### src/core/orcm_map.vh
// Overview of operation
// RULE_01: status output high while input exceeds threshold
// RULE_02: asserted status holds for minimum pulse length
// RULE_03: channel C/D over-range only in quad mode
// RULE_04: C clock needs config select and PLL enable
// RULE_05: config zero or disabled gives C/D over-range
// RULE_06: C code 1 direct, 2 half, 3 quarter
// RULE_07: C clock runs from reset without programming
// RULE_08: any config pin set gives direct D clock
// RULE_09: D divided clocks only by register override
// RULE_10: D clock only while C clock runs
// RULE_11: power-down stops reference and auxiliary clocks
// RULE_12: system keeps power-down low when clocks needed
// RULE_13: reference repeat runs with PLL enable, no power-down
// RULE_14: PLL enable high enables PLL, low bypasses
// RULE_15: status returns low after pulse and input clear
`ifndef ORCM_MAP_VH
`define ORCM_MAP_VH

// ---------------------------------------------------------------
// register offsets
// ---------------------------------------------------------------
`define ORCM_ADDR_W          4
`define ORCM_DATA_W          16
`define ORCM_OFF_CTRL        4'h0
`define ORCM_OFF_THRESH      4'h1
`define ORCM_OFF_MINPULSE    4'h2
`define ORCM_OFF_STATE       4'h3
`define ORCM_OFF_IRQ_STATUS  4'h4
`define ORCM_OFF_IRQ_MASK    4'h5

// ---------------------------------------------------------------
// control register fields
// ---------------------------------------------------------------
`define ORCM_CTRL_QUAD       0
`define ORCM_CTRL_OVRD_EN    1
`define ORCM_CTRL_SEL_C_LO   2
`define ORCM_CTRL_SEL_C_HI   3
`define ORCM_CTRL_SEL_D_LO   4
`define ORCM_CTRL_SEL_D_HI   5
`define ORCM_CTRL_AUX_DIS    6
`define ORCM_CTRL_W          7

// ---------------------------------------------------------------
// reset values
// ---------------------------------------------------------------
`define ORCM_CTRL_RST        7'h01
`define ORCM_THRESH_RST      12'h700
`define ORCM_MINPULSE_RST    8'h08
`define ORCM_IRQ_MASK_RST    5'h00

// ---------------------------------------------------------------
// widths and encodings
// ---------------------------------------------------------------
`define ORCM_SAMPLE_W        12
`define ORCM_PULSE_W         8
`define ORCM_IRQ_W           5
`define ORCM_IRQ_PD          4
`define ORCM_CLK_OFF         2'h0
`define ORCM_CLK_DIRECT      2'h1
`define ORCM_CLK_DIV2        2'h2
`define ORCM_CLK_DIV4        2'h3

`endif

### src/core/orcm_pulse.v
`timescale 1ns/1ps
`include "orcm_map.vh"

module orcm_pulse (
  // clock and reset
  input  wire                         clk_i,
  input  wire                         resetn_i,
  // settings
  input  wire                         enable_i,
  input  wire [`ORCM_SAMPLE_W-1:0]    thresh_i,
  input  wire [`ORCM_PULSE_W-1:0]     min_pulse_i,
  // sample stream
  input  wire [`ORCM_SAMPLE_W-1:0]    sample_i,
  // status
  output wire                         level_o,
  output wire                         rise_o
);

  // magnitude of a signed sample; full negative maps to 2048 without wrap
  function [`ORCM_SAMPLE_W:0] orcm_mag;
    input [`ORCM_SAMPLE_W-1:0] s;
    begin
      if (s[`ORCM_SAMPLE_W-1]) begin
        orcm_mag = {1'b0, ~s} + {{`ORCM_SAMPLE_W{1'b0}}, 1'b1};
      end else begin
        orcm_mag = {1'b0, s};
      end
    end
  endfunction

  wire                      exceed;
  reg                       out_q;
  reg                       prev_q;
  reg [`ORCM_PULSE_W-1:0]   cnt_q;

  assign exceed = enable_i & (orcm_mag(sample_i) > {1'b0, thresh_i}); // RULE_01

  // stretch: every exceeding sample reloads the hold count
  always @(posedge clk_i or negedge resetn_i) begin
    if (!resetn_i) begin
      out_q <= 1'b0;
      cnt_q <= {`ORCM_PULSE_W{1'b0}};
    end else if (exceed) begin
      out_q <= 1'b1;                          // RULE_01
      cnt_q <= min_pulse_i;                   // RULE_02
    end else if (!enable_i) begin
      out_q <= 1'b0;
      cnt_q <= {`ORCM_PULSE_W{1'b0}};
    end else begin
      out_q <= (cnt_q > {{(`ORCM_PULSE_W-1){1'b0}}, 1'b1}); // RULE_02 RULE_15
      if (cnt_q != {`ORCM_PULSE_W{1'b0}}) begin
        cnt_q <= cnt_q - {{(`ORCM_PULSE_W-1){1'b0}}, 1'b1};
      end
    end
  end

  // edge detect for the event flag
  always @(posedge clk_i or negedge resetn_i) begin
    if (!resetn_i) begin
      prev_q <= 1'b0;
    end else begin
      prev_q <= out_q;
    end
  end

  assign level_o = out_q;
  assign rise_o  = out_q & ~prev_q;

endmodule

### src/core/orcm_top.v
`timescale 1ns/1ps
`include "orcm_map.vh"

module orcm_top (
  // clock and reset
  input  wire                         clk_i,
  input  wire                         resetn_i,
  // register port
  input  wire [`ORCM_ADDR_W-1:0]      reg_addr_i,
  input  wire [`ORCM_DATA_W-1:0]      reg_wdata_i,
  input  wire                         reg_wr_i,
  input  wire                         reg_rd_i,
  output wire [`ORCM_DATA_W-1:0]      reg_rdata_o,
  // converter samples, same clock domain
  input  wire [`ORCM_SAMPLE_W-1:0]    sample_a_i,
  input  wire [`ORCM_SAMPLE_W-1:0]    sample_b_i,
  input  wire [`ORCM_SAMPLE_W-1:0]    sample_c_i,
  input  wire [`ORCM_SAMPLE_W-1:0]    sample_d_i,
  // device pins in
  input  wire [1:0]                   aux_clock_config_pins_i,
  input  wire                         pll_enable_i,
  input  wire                         power_down_in_i,
  input  wire                         ref_clock_in_i,
  // device pins out
  output wire                         overrange_out_a_o,
  output wire                         overrange_out_b_o,
  output wire                         overrange_or_clock_out_c_o,
  output wire                         overrange_or_clock_out_d_o,
  output wire                         reference_clock_repeat_out_o,
  output wire                         pll_active_o,
  output wire                         pll_bypass_o,
  output wire                         powered_down_o,
  // interrupt
  output wire                         irq_o
);

  // ---------------------------------------------------------------
  // pin synchronisers
  // ---------------------------------------------------------------
  reg  [1:0] cfg_s1_q;
  reg  [1:0] cfg_s2_q;
  reg        pll_s1_q;
  reg        pll_s2_q;
  reg        pd_s1_q;
  reg        pd_s2_q;
  reg        ref_s1_q;
  reg        ref_s2_q;

  // two stages on every pin; only the second stage feeds logic
  always @(posedge clk_i or negedge resetn_i) begin
    if (!resetn_i) begin
      cfg_s1_q <= 2'h0;
      cfg_s2_q <= 2'h0;
      pll_s1_q <= 1'b0;
      pll_s2_q <= 1'b0;
      pd_s1_q  <= 1'b1;
      pd_s2_q  <= 1'b1;
      ref_s1_q <= 1'b0;
      ref_s2_q <= 1'b0;
    end else begin
      cfg_s1_q <= aux_clock_config_pins_i;
      cfg_s2_q <= cfg_s1_q;
      pll_s1_q <= pll_enable_i;
      pll_s2_q <= pll_s1_q;
      pd_s1_q  <= power_down_in_i;
      pd_s2_q  <= pd_s1_q;
      ref_s1_q <= ref_clock_in_i;
      ref_s2_q <= ref_s1_q;
    end
  end

  // ---------------------------------------------------------------
  // registers
  // ---------------------------------------------------------------
  reg  [`ORCM_CTRL_W-1:0]     ctrl_q;
  reg  [`ORCM_SAMPLE_W-1:0]   thresh_q;
  reg  [`ORCM_PULSE_W-1:0]    minpulse_q;
  reg  [`ORCM_IRQ_W-1:0]      irq_stat_q;
  reg  [`ORCM_IRQ_W-1:0]      irq_mask_q;
  reg  [`ORCM_DATA_W-1:0]     rdata_q;
  reg  [`ORCM_DATA_W-1:0]     rdata_d;
  wire [`ORCM_IRQ_W-1:0]      irq_set;
  wire                        wr_ctrl;
  wire                        wr_irq;

  assign wr_ctrl = reg_wr_i & (reg_addr_i == `ORCM_OFF_CTRL);
  assign wr_irq  = reg_wr_i & (reg_addr_i == `ORCM_OFF_IRQ_STATUS);

  // reset values select pins and quad mode, so clocks need no programming
  always @(posedge clk_i or negedge resetn_i) begin
    if (!resetn_i) begin
      ctrl_q     <= `ORCM_CTRL_RST;                 // RULE_07
      thresh_q   <= `ORCM_THRESH_RST;
      minpulse_q <= `ORCM_MINPULSE_RST;
      irq_mask_q <= `ORCM_IRQ_MASK_RST;
    end else if (reg_wr_i) begin
      if (wr_ctrl) begin
        ctrl_q <= reg_wdata_i[`ORCM_CTRL_W-1:0];
      end
      if (reg_addr_i == `ORCM_OFF_THRESH) begin
        thresh_q <= reg_wdata_i[`ORCM_SAMPLE_W-1:0];
      end
      if (reg_addr_i == `ORCM_OFF_MINPULSE) begin
        minpulse_q <= reg_wdata_i[`ORCM_PULSE_W-1:0];
      end
      if (reg_addr_i == `ORCM_OFF_IRQ_MASK) begin
        irq_mask_q <= reg_wdata_i[`ORCM_IRQ_W-1:0];
      end
    end
  end

  // sticky events; a new event in the clearing cycle survives
  always @(posedge clk_i or negedge resetn_i) begin
    if (!resetn_i) begin
      irq_stat_q <= {`ORCM_IRQ_W{1'b0}};
    end else begin
      irq_stat_q <= (irq_stat_q & ~(wr_irq ? reg_wdata_i[`ORCM_IRQ_W-1:0]
                                           : {`ORCM_IRQ_W{1'b0}})) | irq_set;
    end
  end

  assign irq_o = |(irq_stat_q & irq_mask_q);

  // ---------------------------------------------------------------
  // clock routing decisions
  // ---------------------------------------------------------------
  wire       quad_mode;
  wire       ovrd_en;
  wire       aux_dis;
  wire [1:0] sel_c;
  wire [1:0] sel_d;
  wire       clocks_on;
  wire       clk_c_on;
  wire       clk_d_on;

  assign quad_mode = ctrl_q[`ORCM_CTRL_QUAD];
  assign ovrd_en   = ctrl_q[`ORCM_CTRL_OVRD_EN];
  assign aux_dis   = ctrl_q[`ORCM_CTRL_AUX_DIS];

  // pins choose unless software overrides
  assign sel_c = ovrd_en ? ctrl_q[`ORCM_CTRL_SEL_C_HI:`ORCM_CTRL_SEL_C_LO]
                         : cfg_s2_q;                               // RULE_04 RULE_06
  // pins give D only a direct copy; divided D needs the override
  assign sel_d = ovrd_en ? ctrl_q[`ORCM_CTRL_SEL_D_HI:`ORCM_CTRL_SEL_D_LO]
                         : ((cfg_s2_q != `ORCM_CLK_OFF) ? `ORCM_CLK_DIRECT
                                                        : `ORCM_CLK_OFF); // RULE_08 RULE_09

  assign clocks_on = pll_s2_q & ~pd_s2_q;                          // RULE_11 RULE_13
  assign clk_c_on  = clocks_on & ~aux_dis & (sel_c != `ORCM_CLK_OFF);   // RULE_04 RULE_05
  assign clk_d_on  = clk_c_on & (sel_d != `ORCM_CLK_OFF);          // RULE_10

  // ---------------------------------------------------------------
  // reference repeat and dividers
  // ---------------------------------------------------------------
  reg        ref_prev_q;
  reg  [1:0] div_q;
  reg        ref_out_q;
  reg        out_c_q;
  reg        out_d_q;
  wire       ref_rise;

  assign ref_rise = ref_s2_q & ~ref_prev_q;

  // divided copies advance on rising edges of the reference
  always @(posedge clk_i or negedge resetn_i) begin
    if (!resetn_i) begin
      ref_prev_q <= 1'b0;
      div_q      <= 2'h0;
    end else begin
      ref_prev_q <= ref_s2_q;
      if (ref_rise) begin
        div_q <= div_q + 2'h1;
      end
    end
  end

  // pick direct, half or quarter rate for a selection code
  function orcm_clk_pick;
    input [1:0] sel;
    input       ref_lvl;
    input [1:0] div;
    begin
      case (sel)
        `ORCM_CLK_DIRECT: orcm_clk_pick = ref_lvl;
        `ORCM_CLK_DIV2:   orcm_clk_pick = div[0];
        `ORCM_CLK_DIV4:   orcm_clk_pick = div[1];
        default:          orcm_clk_pick = 1'b0;
      endcase
    end
  endfunction

  // over-range levels from the four detectors
  wire [3:0] ovr_lvl;
  wire [3:0] ovr_rise;

  // registered pin drivers; synchroniser delay keeps them clean levels
  always @(posedge clk_i or negedge resetn_i) begin
    if (!resetn_i) begin
      ref_out_q <= 1'b0;
      out_c_q   <= 1'b0;
      out_d_q   <= 1'b0;
    end else begin
      ref_out_q <= clocks_on & ref_s2_q;                           // RULE_13 RULE_11
      if (clk_c_on) begin
        out_c_q <= orcm_clk_pick(sel_c, ref_s2_q, div_q);          // RULE_06
      end else begin
        out_c_q <= ovr_lvl[2];                                     // RULE_05
      end
      if (clk_d_on) begin
        out_d_q <= orcm_clk_pick(sel_d, ref_s2_q, div_q);          // RULE_08
      end else if (clk_c_on) begin
        out_d_q <= ovr_lvl[3];  // D stays status while only C carries a clock
      end else begin
        out_d_q <= ovr_lvl[3];                                     // RULE_05
      end
    end
  end

  // ---------------------------------------------------------------
  // over-range detectors
  // ---------------------------------------------------------------
  wire [4*`ORCM_SAMPLE_W-1:0] samples;
  wire [3:0]                  det_en;

  assign samples = {sample_d_i, sample_c_i, sample_b_i, sample_a_i};
  // C and D detectors only enabled in quad mode; all idle in power-down
  assign det_en  = {{2{quad_mode}}, 2'h3} & {4{~pd_s2_q}};         // RULE_03

  genvar ch;
  generate
    for (ch = 0; ch < 4; ch = ch + 1) begin : g_det
      orcm_pulse u_det (
        .clk_i       (clk_i),
        .resetn_i    (resetn_i),
        .enable_i    (det_en[ch]),
        .thresh_i    (thresh_q),
        .min_pulse_i (minpulse_q),
        .sample_i    (samples[ch*`ORCM_SAMPLE_W +: `ORCM_SAMPLE_W]),
        .level_o     (ovr_lvl[ch]),
        .rise_o      (ovr_rise[ch])
      );
    end
  endgenerate

  // power-down entry is an event too
  reg pd_prev_q;

  always @(posedge clk_i or negedge resetn_i) begin
    if (!resetn_i) begin
      pd_prev_q <= 1'b1;
    end else begin
      pd_prev_q <= pd_s2_q;
    end
  end

  assign irq_set = {pd_s2_q & ~pd_prev_q, ovr_rise};

  // ---------------------------------------------------------------
  // read port
  // ---------------------------------------------------------------
  // state word: pins seen, routing result and live levels
  always @* begin
    rdata_d = {`ORCM_DATA_W{1'b0}};
    case (reg_addr_i)
      `ORCM_OFF_CTRL:       rdata_d[`ORCM_CTRL_W-1:0]    = ctrl_q;
      `ORCM_OFF_THRESH:     rdata_d[`ORCM_SAMPLE_W-1:0]  = thresh_q;
      `ORCM_OFF_MINPULSE:   rdata_d[`ORCM_PULSE_W-1:0]   = minpulse_q;
      `ORCM_OFF_STATE:      rdata_d[11:0]                = {clk_d_on, clk_c_on, clocks_on,
                                                            pd_s2_q, pll_s2_q, cfg_s2_q,
                                                            1'b0, ovr_lvl};
      `ORCM_OFF_IRQ_STATUS: rdata_d[`ORCM_IRQ_W-1:0]     = irq_stat_q;
      `ORCM_OFF_IRQ_MASK:   rdata_d[`ORCM_IRQ_W-1:0]     = irq_mask_q;
      default:              rdata_d                      = {`ORCM_DATA_W{1'b0}};
    endcase
  end

  // data stand only in the cycle after the read strobe
  always @(posedge clk_i or negedge resetn_i) begin
    if (!resetn_i) begin
      rdata_q <= {`ORCM_DATA_W{1'b0}};
    end else if (reg_rd_i) begin
      rdata_q <= rdata_d;
    end else begin
      rdata_q <= {`ORCM_DATA_W{1'b0}};
    end
  end

  // ---------------------------------------------------------------
  // outputs
  // ---------------------------------------------------------------
  assign reg_rdata_o                  = rdata_q;
  assign overrange_out_a_o            = ovr_lvl[0];                // RULE_01
  assign overrange_out_b_o            = ovr_lvl[1];
  assign overrange_or_clock_out_c_o   = out_c_q;
  assign overrange_or_clock_out_d_o   = out_d_q;
  assign reference_clock_repeat_out_o = ref_out_q;
  assign pll_active_o                 = clocks_on;                 // RULE_14
  assign pll_bypass_o                 = ~pll_s2_q;                 // RULE_14
  assign powered_down_o               = pd_s2_q;                   // RULE_11

endmodule

### config.mk
export PLATFORM = sky130hd
export DESIGN_NAME = orcm_top
export DESIGN_NICKNAME = d
export VERILOG_FILES = /design/src/core/orcm_pulse.v /design/src/core/orcm_top.v
export VERILOG_INCLUDE_DIRS = /design/src /design/src/core
export SDC_FILE = /design/constraint.sdc
export NUM_CORES = 1
export LEC_CHECK = 0
export ABC_AREA = 1
export CAP_MARGIN = 20
export CORE_ASPECT_RATIO = 1.4
export CORE_UTILIZATION = 25
export DETAILED_ROUTE_END_ITERATION = 10
export DONT_BUFFER_PORTS = 1
export HOLD_SLACK_MARGIN = 0.05
export PLACE_DENSITY = 0.42
export SLEW_MARGIN = 20
export SYNTH_ARGS = -nofsm -noshare
export SYNTH_HDL_FRONTEND = slang
export SYNTH_SLANG_ARGS = --single-unit
export TNS_END_PERCENT = 50
### constraint.sdc
create_clock -name clk_i -period 4.9 [get_ports clk_i]
set_input_delay 0.49 -clock clk_i [delete_from_list [all_inputs] [get_ports clk_i]]
set_output_delay 0.49 -clock clk_i [all_outputs]
set_load 0.005 [all_outputs]
* After elaboration in Yosys (flattened, before gate mapping)
Cells that the tools add are included.
** Storage, ports and cells
- Register bits :: 106
- Input bits :: 77
- Word-level logic and storage cells :: 149
** Cells by class
- Add/sub/neg operators :: 9
- Magnitude comparators :: 8
- Eq/ne operators :: 15
- Mux-type cells :: 37
- Bitwise gates (word level) :: 35
- Reduce and logical (&&, ||, !) cells :: 13
** Operator list (count)
- two-way mux 8 bit :: 12
- adder 12 x 1 -> 13 bit (second input constant) :: 4
- greater-than comparator 13 x 12 -> 1 bit :: 4
- two-way mux 13 bit :: 4
- inverter 12 bit :: 4
- greater-than comparator 8 x 1 -> 1 bit (second input constant) :: 4
- nonzero test 8 bit :: 4
- subtractor 8 x 1 -> 8 bit (second input constant) :: 4
- one-hot mux 5 bit (6 select lines) :: 1
- bitwise AND 1 bit :: 17
- two-way mux 12 bit :: 1
- != test 3 x 1 -> 1 bit (second input constant) :: 4
- two-way mux 1 bit :: 11
- bitwise AND 5 bit :: 2
- inverter 1 bit :: 9
- one-hot mux 1 bit (3 select lines) :: 3
- == test 2 bit (second input constant) :: 4
- == test 4 x 2 -> 1 bit (second input constant) :: 2
- == test 4 x 3 -> 1 bit (second input constant) :: 2
- one-hot mux 2 bit (4 select lines) :: 1
- one-hot mux 4 bit (2 select lines) :: 1
- AND reduction 2 bit :: 4
- nonzero test 2 bit :: 3
- two-way mux 5 bit :: 1
- other kinds (9) :: 11

* Logic depth before layout (Yosys ltp)
Gate-level depths: netlist of run 1.
- Depth in word-level cells :: 7
- Gate-level depth with buffers :: 23
- Gate-level depth less buffers :: 22

* By module
From an unflattened synthesis of run 1, not the netlist that was laid out.
** Unflattened totals
- Cells, all modules :: 1127
- Area total of the unflattened synthesis :: 8032.7 sq um
** By module, submodules not included
- orcm_pulse at g_det[0].u_det ... :: instances 3, cells an instance 200, area each 1281.2 sq um, sequential area each 250.2 sq um
- orcm_top :: instances 1, cells an instance 333, area each 2931.6 sq um, sequential area each 1661.6 sq um
- orcm_pulse at g_det[1].u_det :: instances 1, cells an instance 194, area each 1257.5 sq um, sequential area each 250.2 sq um

* Worst setup path before layout of run 1
OpenSTA, ideal clock, no wires.
- Kind :: in2reg
- Start :: input sample_b_i[0]
- End :: register g_det[1].u_det.cnt_q[1]
- Setup time :: 113 ps
- Arrival :: 2510 ps
- Data required time :: 4787 ps
- Path slack :: 2277 ps
- Stages :: 20
- Path buffers :: 1
- Cell sequence :: inv_1 -> ha_1 -> nand3_1 -> nor2_1 -> nand2_1 -> nor3_1 -> nand3_1 -> nand3_1 -> nand2_1 -> ha_1 -> nand3_1 -> nor3_4 -> nand2_2 -> nand2_4 -> nand2_4 -> buf_6 -> nand2_2 -> nand2_1 -> nand2_1 -> inv_1
** Between the ends
- Cells in the longest elaborated chain, start to end :: 6
** RTL lines
- from (decl) :: RTL line orcm_top.v:16 : input wire [`ORCM_SAMPLE_W-1:0] sample_b_i,
- inverter 12 bit :: RTL line orcm_pulse.v:24 : orcm_mag = {1'b0, ~s} + {{`ORCM_SAMPLE_W{1'b0}}, 1'b1};
- adder 12 x 1 -> 13 bit :: RTL line orcm_pulse.v:24
- two-way mux 13 bit * :: RTL line orcm_pulse.v:23 : if (s[`ORCM_SAMPLE_W-1]) begin
- greater-than comparator 13 x 12 -> 1 bit * :: RTL line orcm_pulse.v:36 : assign exceed = enable_i & (orcm_mag(sample_i) > {1'b0, thresh_i});
- bitwise AND 1 bit * :: RTL line orcm_pulse.v:36
- != test 3 x 1 -> 1 bit (no line) / two-way mux 8 bit (equally long branches)
- to (signal assigned) :: RTL line orcm_pulse.v:42 : cnt_q <= {`ORCM_PULSE_W{1'b0}};
- to (signal assigned) :: RTL line orcm_pulse.v:45 : cnt_q <= min_pulse_i;
- to (signal assigned) :: RTL line orcm_pulse.v:48 : cnt_q <= {`ORCM_PULSE_W{1'b0}};
- to (decl) :: RTL line orcm_pulse.v:34 : reg [`ORCM_PULSE_W-1:0] cnt_q;
Mark *: on every way between the ends. The rest lies on a longest branch, timed or not.
A chain may end at the register's enable or synchronous reset.

* Final worst setup path of run 1
- Start :: input sample_a_i[0]
- End :: register g_det[0].u_det.cnt_q[3]
** Between the ends
- Cells in the longest elaborated chain, start to end :: 6
** RTL lines
- from (decl) :: RTL line orcm_top.v:15 : input wire [`ORCM_SAMPLE_W-1:0] sample_a_i,
- inverter 12 bit :: RTL line orcm_pulse.v:24
- adder 12 x 1 -> 13 bit :: RTL line orcm_pulse.v:24
- two-way mux 13 bit * :: RTL line orcm_pulse.v:23
- greater-than comparator 13 x 12 -> 1 bit * :: RTL line orcm_pulse.v:36
- bitwise AND 1 bit * :: RTL line orcm_pulse.v:36
- != test 3 x 1 -> 1 bit (no line) / two-way mux 8 bit (equally long branches)
- to (signal assigned) :: RTL line orcm_pulse.v:42
- to (signal assigned) :: RTL line orcm_pulse.v:45
- to (signal assigned) :: RTL line orcm_pulse.v:48
- to (decl) :: RTL line orcm_pulse.v:34
Marks and branches as above.

==> impl_metrics.py, run 1 <==
metrics = {
    "route": {
        "totalWireLength_mm": 22.31,
        "vias": 6519,
        "drt-wirelength-per-cell_microns": 15.33,
        "drt_iter0_markers": 390,
        "drc": 0,
        "dr.pass1.iters": 5,
        "drt-vias-per-instance": 4.480,
        "ant_nets": 0,
    },
    "sta": {
        "fin_crit_sh": 0.5526,
        "fin_setup_tns_ps": 0,
        "maxSlewHeadroom": 0.6357,
        "finalMaxSlewViolations": 0,
        "max_freq_ghz": 0.3693,
        "worst_pin_slew_ps": 546.4,
        "rsz0062_at_grt": "false",
        "skew_ps": 12.79,
        "hold_viol_final": 0,
        "fin_crit_ps": 2708,
        "setup_viol": 0,
    },
    "power": {
        "max-vdd-ir-drop_mv": 0.1751,
        "power_mw": 3.256,
        "power_leakage_nw": 4.301,
        "switching_share": 0.4223,
        "p_per_area_mw_per_mm2": 390.9,
        "p_seq_frac": 0.386,
        "power_frac_comb": 0.392,
        "p_clk_frac": 0.223,
        "power_switching_mw": 1.375,
        "p_int_mw": 1.881,
    },
    "synthesis": {
        "synth_area_leaders": "dfrtp_1 (32%), nand2_1 (14%), ha_1 (9.8%)",
        "ys_warn_count": 0,
        "syn-cell-area_sq_mm": 0.007666,
        "synth.largest_area_cell": "dfrtp_1",
        "yosys.area.top_type_share": 0.3199,
        "syn_avg_cell_area_sq_um": 7.171,
        "synth_seq_area_share": 0.3473,
        "synth_cell_types": 43,
        "ys_ff_latch": 106,
        "postSynthCellCount": 1069,
    },
    "global_route": {
        "antenna_found_initial": 0,
        "grt_util_all_layers": 0.1472,
        "grt_start_max_net_pins": 107,
        "grt.overflow.total": 0,
        "grt_pass1_vias": 6290,
        "grt_pass1_wl_mm": 34.80,
    },
    "floorplanning": {
        "die_area_sq_mm": 0.03138,
        "initial_utilization": 0.2553,
        "ios": 102,
        "die_x_microns": 150.0,
        "core_sq_mm": 0.03003,
        "row_count": 75,
        "die_y_microns": 209.2,
    },
    "cells_and_area": {
        "n_antenna_cell": 0,
        "fin_nets": 1202,
        "area_growth_pct": 8.650,
        "drive_gt1_frac": 0.07196,
    },
    "job": {
        "drv_cap": 0,
    },
    "placement": {
        "gp_congestion": 0.8092,
        "dpl.hpwl_mm": 17.54,
        "io_buffers": 0,
    },
    "critical_path": {
        "critPathArrivalTime_ps": 2950,
        "crit_type": "in2reg",
        "critPathLaunchType": "input pin",
        "endpoint_kind": "flop",
        "crit_required_ps": 5140,
        "worstPathMaxFanout": 10,
    },
    "clocking": {
        "cts.sinks": 106,
        "clock-root-buffer": "clkbuf_16",
        "clkLatencyLatePin_ps": 370,
        "path_clk_slew_ps": 70,
        "numCtsBuffers": 9,
        "cts_buffer_depth": 2,
        "htree_levels": 3,
        "cts_setup_buffers": 0,
        "tritoncts": "built",
        "cts_hold_buf": 1,
        "postCtsResizedCells": 0,
    },
    "hold_path": {
        "hold_path_class": "in2async",
    },
    "outcome": {
        "status": "completed",
    },
}
routing by layer:
| layer | track usage | up-vias | routed length, microns |
|---|---|---|---|
| met4 | 0.04946 | 0 | 411 |
| met5 | 0 | - | 0 |
| li1 | - | 3388 | - |
| met1 | 0.1682 | 3007 | 9391 |
| met2 | 0.2747 | 105 | 11880 |
| met3 | 0.02009 | 19 | 623 |
critical path, stage by stage:
cell     delay (ps)
inv_1           110
ha_1            180
nand2_1          70
nor2_1          160
nand3_1          90
nand2_1         100
nand2_1          70
o21ai_0         210
xnor2_1         110
ha_1            300
nand2_1          60
nor2_2          130
nand2_1         100
nor2_2          220
nor2_4          110
a21oi_2         350
nor2_1           90
power groups by stage:
stage / Combinational (mW) / Clock (mW) / Sequential (mW)
6_report: 1.27 / 0.726 / 1.26
5_1_grt: 1.50 / 0.773 / 1.28
4_1_cts: 1.30 / 0.754 / 1.26
3_5_place_dp: 1.27 / 0 / 1.27
3_3_place_gp: 1.26 / 0 / 1.27
2_1_floorplan: 1.01 / 0 / 1.20
kinds of logic after synthesis:
| logic type | Yosys count | synth area share |
|---|---|---|
| AND/OR/NAND/NOR | 528 | 0.3011 |
| buffers and inverters | 185 | 0.1025 |
| AO/OA/AOI/OAI | 155 | 0.1118 |
| flip-flops | 106 | 0.3473 |
| adder cells (fa/ha/maj) | 60 | 0.09793 |
| XOR/XNOR | 34 | 0.03885 |
| other | 1 | 0.0004892 |
state kept, by name (all words and copies together) (netlist names):
signal                        flops
pd_s1_q                           1
reference_clock_repeat_out_o      1
g_det.u_det.prev_q                4
div_q                             2
ctrl_q                            7
ref_s1_q                          1
ref_s2_q                          1
powered_down_o                    1
thresh_q                         12
g_det.u_det.level_o               4
g_det.u_det.cnt_q                32
cfg_s1_q                          2
irq_stat_q                        5
pd_prev_q                         1
irq_mask_q                        5
pll_s2_q                          1
minpulse_q                        8
reg_rdata_o                      12
pll_s1_q                          1
cfg_s2_q                          2
overrange_or_clock_out_d_o        1
ref_prev_q                        1
overrange_or_clock_out_c_o        1
synthesized netlist by cell type, drive strengths merged:
cell type / n
dfstp: 8
clkinv: 2
dfrtp: 98
nand3: 87
nor3: 10
clkbuf: 7
ha: 60
a21oi: 56
inv: 163
nand4: 4
nor2: 108
a31oi: 8
xor2: 28
o31ai: 1
conb: 1
buf: 13
o221ai: 1
nor4: 1
nand3b: 1
xnor2: 6
and2: 3
o21ai: 80
nor3b: 3
a211oi: 2
a221oi: 1
nand2: 311
o22ai: 6
final cells by class:
type	instances	area, sq um
Clock buffer	9	225.2
Fill cell	3339	21700
Tap cell	385	481.7
Sequential cell	106	2663
Timing Repair Buffer	2	35.03
Multi-Input combinational cell	781	4229
Inverter	165	633.1
Clock inverter	7	62.56
placed cells by master, fill, tap and decap left out, drive strengths merged, types with 2 or more instances in the layout:
master    count
xor2         28
a21oi        56
clkinv        3
and2          3
nor3         10
buf           2
nand4         4
nor2        108
clkbuf        9
dfstp         8
inv         166
conb          4
ha           60
xnor2         6
o22ai         6
dfrtp        98
a31oi         8
a211oi        2
nand3        87
clkinvlp      3
o21ai        80
nand2       311
nor3b         3
per-stage QoR:
stage	hold slack, ps	cell area [sq um]	util	worst slack [ps]	cells
6_report	60.94	8329	0.2774	2192	1455
5_1_grt	96.92	8329	0.2774	1891	1455
4_1_cts	83.99	8329	0.2774	2182	1455
3_5_place_dp	195.9	8014	0.2669	1782	1438
3_3_place_gp	196.4	8014	0.2669	1790	1438
2_1_floorplan	194.4	7677	-	2277	1072
final timing paths:
| path | from | end | slack (ps) | depth (start not counted) |
|---|---|---|---|---|
| max | sample_a_i[0] | g_det[0].u_det.cnt_q[3] | 2190 | 17 |
| min in group clk_i | power_down_in_i | pd_s1_q | 110 | 0 |
| max in group asynchronous | resetn_i | pd_s1_q | 4410 | 1 |
| max reg2reg | thresh_q[8] | g_det[3].u_det.cnt_q[2] | 2610 | 10 |
| min | resetn_i | thresh_q[11] | 60 | 1 |
| min reg2reg | pll_s1_q | pll_s2_q | 350 | 0 |
Note: power is estimated with default switching activity, not from simulation.
==> run 2, diff against run 1 <==
--- a/config.mk
+++ b/config.mk
@@ -6,14 +6,14 @@
 export SDC_FILE = /design/constraint.sdc
 export NUM_CORES = 1
 export LEC_CHECK = 0
-export ABC_AREA = 1
+export ABC_AREA = 0
 export CAP_MARGIN = 20
 export CORE_ASPECT_RATIO = 1.4
 export CORE_UTILIZATION = 25
 export DETAILED_ROUTE_END_ITERATION = 10
 export DONT_BUFFER_PORTS = 1
 export HOLD_SLACK_MARGIN = 0.05
-export PLACE_DENSITY = 0.42
+export PLACE_DENSITY = 0.44
 export SLEW_MARGIN = 20
 export SYNTH_ARGS = -nofsm -noshare
 export SYNTH_HDL_FRONTEND = slang
==> constraint.sdc (replaced) <==
create_clock -name clk_i -period 2.4 [get_ports clk_i]
set_input_delay 0.24 -clock clk_i [delete_from_list [all_inputs] [get_ports clk_i]]
set_output_delay 0.24 -clock clk_i [all_outputs]
set_load 0.005 [all_outputs]
==> impl_metrics.py, run 2 <==
metrics = {
    "sta": {
        "setup_viol": 35,
        "maxSlewHeadroom": 0.4927,
        "setup_ws_ps": -355.9,
        "skew_ps": 15.80,
        "hold_viol_final": 106,
        "fin_crit_ps": 2756,
        "hold_ws_ps": -419.7,
        "fin_setup_tns_ps": -6250,
        "max_freq_ghz": 0.3629,
        "rsz0062_at_grt": "true",
        "finalMaxSlewViolations": 0,
        "worst_pin_slew_ps": 759.3,
        "fin_crit_sh": 1.148,
    },
    "critical_path": {
        "crit_type": "in2reg",
        "path_delay_family": "simple AND/OR/NAND/NOR gates",
        "endpoint_kind": "flop",
        "path_cells": "or4_4 -> or4_4 -> o21ai_2 -> xnor2_1 -> ha_1 -> nand3_2 -> or2_4 -> nor2_2 -> o41ai_4 -> buf_12 -> mux2_2",
        "r2r_slack_ps": -100,
        "timing.critical_path.mode_cell": "or4_4",
        "critPathLaunchType": "input pin",
        "worstPathMaxFanout": 9,
        "ff2ff_path_depth": 9,
        "crit_buf_inv": 1,
        "worstSetupPathDepth": 11,
        "crit_required_ps": 2640,
        "critPathMaxStageDelay_ps": 550,
        "crit_path_top_delay_cell": "or4_4",
        "critPathArrivalTime_ps": 3000,
    },
    "power": {
        "p_per_area_mw_per_mm2": 894.1,
        "power_mw": 8.141,
        "power_leakage_nw": 3.937,
        "max-vdd-ir-drop_mv": 0.3504,
    },
    "clocking": {
        "cts_hold_buf": 18,
        "cts_buffer_depth": 2,
        "path_clk_slew_ps": 70,
        "clock-root-buffer": "clkbuf_16",
        "tritoncts": "built",
        "htree_levels": 3,
        "numCtsBuffers": 9,
        "cts.sinks": 106,
        "clkLatencyLatePin_ps": 360,
    },
    "cells_and_area": {
        "utilization": 0.3281,
        "regMostFlops": "g_det.u_det.cnt_q",
        "area_growth_pct": 28.50,
        "fillCellCount": 2942,
        "drive_gt1_frac": 0.2859,
        "final_cell_mix": "dfrtp_1 (98), nand2_1 (62), ha_1 (58), buf_4 (58), mux2_2 (51)",
        "largest_reg_flops": 32,
        "fin_nets": 940,
        "fin_cells": 1179,
        "final_common_cell": "dfrtp_1",
    },
    "route": {
        "vias": 5625,
        "totalWireLength_mm": 21.21,
        "drt-vias-per-instance": 4.771,
        "drc": 0,
        "drt-wirelength-per-cell_microns": 17.99,
        "ant_nets": 0,
        "dr.pass1.iters": 8,
        "drt_iter0_markers": 292,
    },
    "placement": {
        "dpl.cell_count": 1132,
        "io_buffers": 0,
        "dpl.hpwl_mm": 16.37,
        "gp_congestion": 0.7620,
    },
    "floorplanning": {
        "die_y_microns": 201.2,
        "die_x_microns": 144.3,
        "die_area_sq_mm": 0.02903,
        "ios": 102,
        "initial_utilization": 0.2554,
        "row_count": 72,
        "core_sq_mm": 0.02775,
    },
    "synthesis": {
        "ys_warn_count": 0,
        "synth.largest_area_cell": "dfrtp_1",
        "synth_seq_area_share": 0.3758,
        "synth.top_cells.by_count": "dfrtp_1 (98), nand2_1 (65), mux2_2 (64)",
        "syn_avg_cell_area_sq_um": 9.868,
        "synth_cell_types": 57,
        "yosys.area.top_type_share": 0.3461,
        "synth_area_leaders": "dfrtp_1 (35%), ha_1 (11%), mux2_2 (10%)",
        "ys_ff_latch": 106,
        "postSynthCellCount": 718,
        "synth_edf_count": 0,
        "synth_ff_type": "dfrtp_1",
        "async_flop_share": 1.000,
        "yosysMostFrequentCell": "dfrtp_1",
        "syn-cell-area_sq_mm": 0.007086,
    },
    "global_route": {
        "antenna_found_initial": 1,
        "grt_start_max_net_pins": 107,
        "grt_pass1_wl_mm": 33.14,
        "grt.overflow.total": 0,
        "grt_util_all_layers": 0.1523,
        "grt_pass1_vias": 5789,
    },
    "job": {
        "drv_cap": 0,
    },
    "outcome": {
        "status": "finished, violations left",
        "violations": "hold timing, setup timing",
    },
    "hold_path": {
        "hold_path_class": "in2async",
    },
}
==> run 2: cell count changes after synthesis, sizes merged, moves of 11 or more <==
| cell | change |
|---|---|
| o21ai | -37 |
| nand3 | -75 |
| nor2 | -57 |
| mux2 | +64 |
| inv | -125 |
| xnor2 | +43 |
| xor2 | -27 |
| nor2b | +11 |
| a21oi | -29 |
| mux2i | +24 |
| or4 | +11 |
| nand2 | -246 |
==> run 2: path summary, 6_finish.rpt <==
| path | startpoint | to |
|---|---|---|
| worst max register to register | thresh_q[1] | g_det[2].u_det.cnt_q[0] |
| worst min register to register | pll_s1_q | pll_s2_q |
| worst min-delay path | resetn_i | g_det[1].u_det.cnt_q[1] |
| max in group asynchronous | resetn_i | thresh_q[10] |
| worst max-delay path | sample_c_i[6] | g_det[2].u_det.cnt_q[0] |
| min in group clk_i | reg_wdata_i[4] | irq_stat_q[4] |
==> run 2: logic make-up (layout without fill, tap and decap cells) <==
| logic type | Yosys count | after routing | share of synthesized area |
|---|---|---|---|
| buf+inv | 60 | 147 | 0.03426 |
| flops | 106 | 106 | 0.3758 |
| simple gates | 231 | 231 | 0.1685 |
| other cells | 1 | 5 | 0.0005292 |
| compound gates | 122 | 122 | 0.1176 |
| xor+xnor | 50 | 50 | 0.06180 |
| fa+ha+maj | 60 | 60 | 0.1060 |
| mux | 88 | 88 | 0.1356 |
==> run 2: metal layers <==
layer,GRT usage,share of wire,up-vias
met4,0.04211,0.013,0
li1,-,-,2761
met5,0,0,-
met2,0.2837,0.55,89
met3,0.02713,0.045,13
met1,0.1732,0.40,2762
==> run 2: timing repair <==
item | in CTS | in global routing
endpoints found under the hold margin | 145 | 106
pin swaps | 22 | 22
resized for setup | 47 | 16
buffers inserted | 8 | 4
setup endpoints to repair | 36 | 36
==> run 2: cell type report <==
cell class	instances	area, sq um	area share
tap	370	462.9	0.05085
multi-input combinational	555	4603	0.5056
antenna	1	2.502	0.0002748
clock buffer	9	225.2	0.02474
timing repair buffer	93	903.4	0.09922
inverter	38	181.4	0.01993
sequential	106	2663	0.2924
clock inverter	7	63.81	0.007008
==> run 2: report_power, final <==
group | internal [mW] | switching (mW)
sequential | 2.26 | 0.555
combinational | 2.03 | 1.82
clock | 0.724 | 0.749
==> run 2: stage by stage <==
stage          hold WS, ps  area [sq um]  setup slack (ps)
6_report            -419.7          9105            -355.9
5_1_grt             -440.6          9105            -434.1
4_1_cts             -436.5          8965            -378.0
3_5_place_dp        -45.04          8219            -964.7
3_3_place_gp        -46.13          8219            -994.6
2_1_floorplan       -55.59          7277            -693.8
==> run 3, diff against run 2 <==
--- a/config.mk
+++ b/config.mk
@@ -10,6 +10,7 @@
 export CAP_MARGIN = 20
 export CORE_ASPECT_RATIO = 1.4
 export CORE_UTILIZATION = 25
+export CTS_BUF_LIST = sky130_fd_sc_hd__clkbuf_4
 export DETAILED_ROUTE_END_ITERATION = 10
 export DONT_BUFFER_PORTS = 1
 export HOLD_SLACK_MARGIN = 0.05
==> impl_metrics.py, run 3 (same netlist as run 2, synthesis figures left out) <==
metrics = {
    "clocking": {
        "numCtsBuffers": 9,
        "clock-root-buffer": "clkbuf_4",
        "tritoncts": "built",
        "htree_levels": 3,
        "cts_buffer_depth": 2,
        "cts.sinks": 106,
        "path_clk_slew_ps": 210,
        "clkLatencyLatePin_ps": 510,
        "cts_hold_buf": 22,
    },
    "sta": {
        "fin_setup_tns_ps": -3197,
        "worst_pin_slew_ps": 765.0,
        "setup_viol": 32,
        "skew_ps": 40.48,
        "fin_crit_sh": 1.092,
        "hold_ws_ps": -589.8,
        "rsz0062_at_grt": "true",
        "max_freq_ghz": 0.3817,
        "setup_ws_ps": -219.6,
        "hold_viol_final": 106,
        "fin_crit_ps": 2620,
        "finalMaxSlewViolations": 0,
        "maxSlewHeadroom": 0.4889,
    },
    "critical_path": {
        "timing.critical_path.mode_cell": "or4_4",
        "critPathLaunchType": "input pin",
        "crit_type": "in2reg",
        "crit_buf_inv": 1,
        "crit_required_ps": 2780,
        "critPathMaxStageDelay_ps": 550,
        "path_delay_family": "simple AND/OR/NAND/NOR gates",
        "worstPathMaxFanout": 9,
        "path_cells": "or4_4 -> or4_4 -> o21ai_2 -> xnor2_1 -> ha_1 -> nand3_2 -> or2_4 -> nor2_2 -> o41ai_4 -> buf_12 -> mux2_2",
        "crit_path_top_delay_cell": "or4_4",
        "endpoint_kind": "flop",
        "critPathArrivalTime_ps": 3000,
    },
    "cells_and_area": {
        "regMostFlops": "g_det.u_det.cnt_q",
        "utilization": 0.3276,
        "drive_gt1_frac": 0.2996,
        "area_growth_pct": 28.27,
        "final_common_cell": "dfrtp_1",
        "final_cell_mix": "dfrtp_1 (98), nand2_1 (63), buf_4 (57), ha_1 (52), mux2_2 (48)",
        "fin_nets": 943,
        "largest_reg_flops": 32,
    },
    "global_route": {
        "antenna_found_initial": 2,
        "grt.overflow.total": 0,
        "grt_start_max_net_pins": 107,
        "grt_pass1_vias": 5813,
        "grt_pass1_wl_mm": 33.10,
        "grt_util_all_layers": 0.1525,
    },
    "floorplanning": {
        "die_y_microns": 201.2,
        "row_count": 72,
        "die_x_microns": 144.3,
        "ios": 102,
        "core_sq_mm": 0.02775,
        "die_area_sq_mm": 0.02903,
        "initial_utilization": 0.2554,
    },
    "placement": {
        "pre_cts_ws_ps": -964.7,
        "dpl.hpwl_mm": 16.37,
        "io_buffers": 0,
        "gp_congestion": 0.7620,
    },
    "power": {
        "power_leakage_nw": 3.892,
        "p_per_area_mw_per_mm2": 846.3,
        "max-vdd-ir-drop_mv": 0.2799,
    },
    "job": {
        "drv_cap": 0,
    },
    "hold_path": {
        "hold_path_class": "in2async",
    },
    "route": {
        "drt-wirelength-per-cell_microns": 17.86,
        "vias": 5653,
        "totalWireLength_mm": 21.13,
        "dr.pass1.iters": 4,
        "ant_nets": 0,
        "drt_iter0_markers": 247,
        "drc": 0,
        "drt-vias-per-instance": 4.779,
    },
    "outcome": {
        "status": "finished, violations left",
        "violations": "hold timing, setup timing",
    },
}
run 3: what timing repair did:
item                                    4_1_cts  5_1_grt
endpoints found under the setup margin       36       36
gates resized for setup                      36       43
pin swaps                                     8       21
hold endpoints to repair                    160      106
buffers inserted                              6        6
run 3: path summary, 6_finish.rpt:
| kind | end | slack, ps | startpoint | depth (start not counted) |
|---|---|---|---|---|
| setup / recovery | g_det[2].u_det.cnt_q[0] | -220 | sample_c_i[6] | 11 |
| hold / removal | irq_stat_q[0] | -590 | resetn_i | 0 |
| setup reg to reg | g_det[0].u_det.cnt_q[2] | -140 | thresh_q[9] | 9 |
| hold reg to reg | powered_down_o | 370 | pd_s1_q | 0 |
| max in group asynchronous | thresh_q[10] | 2700 | resetn_i | 0 |
| min in group clk_i | reg_rdata_o[6] | 90 | reg_addr_i[0] | 2 |
run 3: final cells by class:
type | instances | area [sq um]
antenna | 2 | 5.005
sequential | 106 | 2663
tap | 370 | 462.9
timing repair buffer | 96 | 935.9
fill | 2943 | 18660
inverter | 38 | 182.7
clock buffer | 9 | 67.56
clock inverter | 7 | 63.81
multi-input combinational | 555 | 4708
run 3: where the power goes:
group,switching (mW),leakage (nW),internal [mW]
logic,1.87,2.50,2.10
registers,0.557,1.32,2.26
clock network,0.672,0.0697,0.231
run 3: metal layers:
layer / part of all wire / vias up / global-route usage
li1: - / 2772 / -
met1: 0.39 / 2759 / 0.1717
met2: 0.54 / 101 / 0.2823
met3: 0.047 / 21 / 0.02761
met4: 0.020 / 0 / 0.05000
met5: 0 / - / 0
run 3: metrics by stage:
step	total power [mW]	cell area, sq um	cells
finish	7.692	9089	1183
detailed placement	6.524	8219	1132
CTS	7.633	8802	1176
global placement	6.491	8219	1132
global route	8.376	9089	1183
floorplan	5.334	7277	721
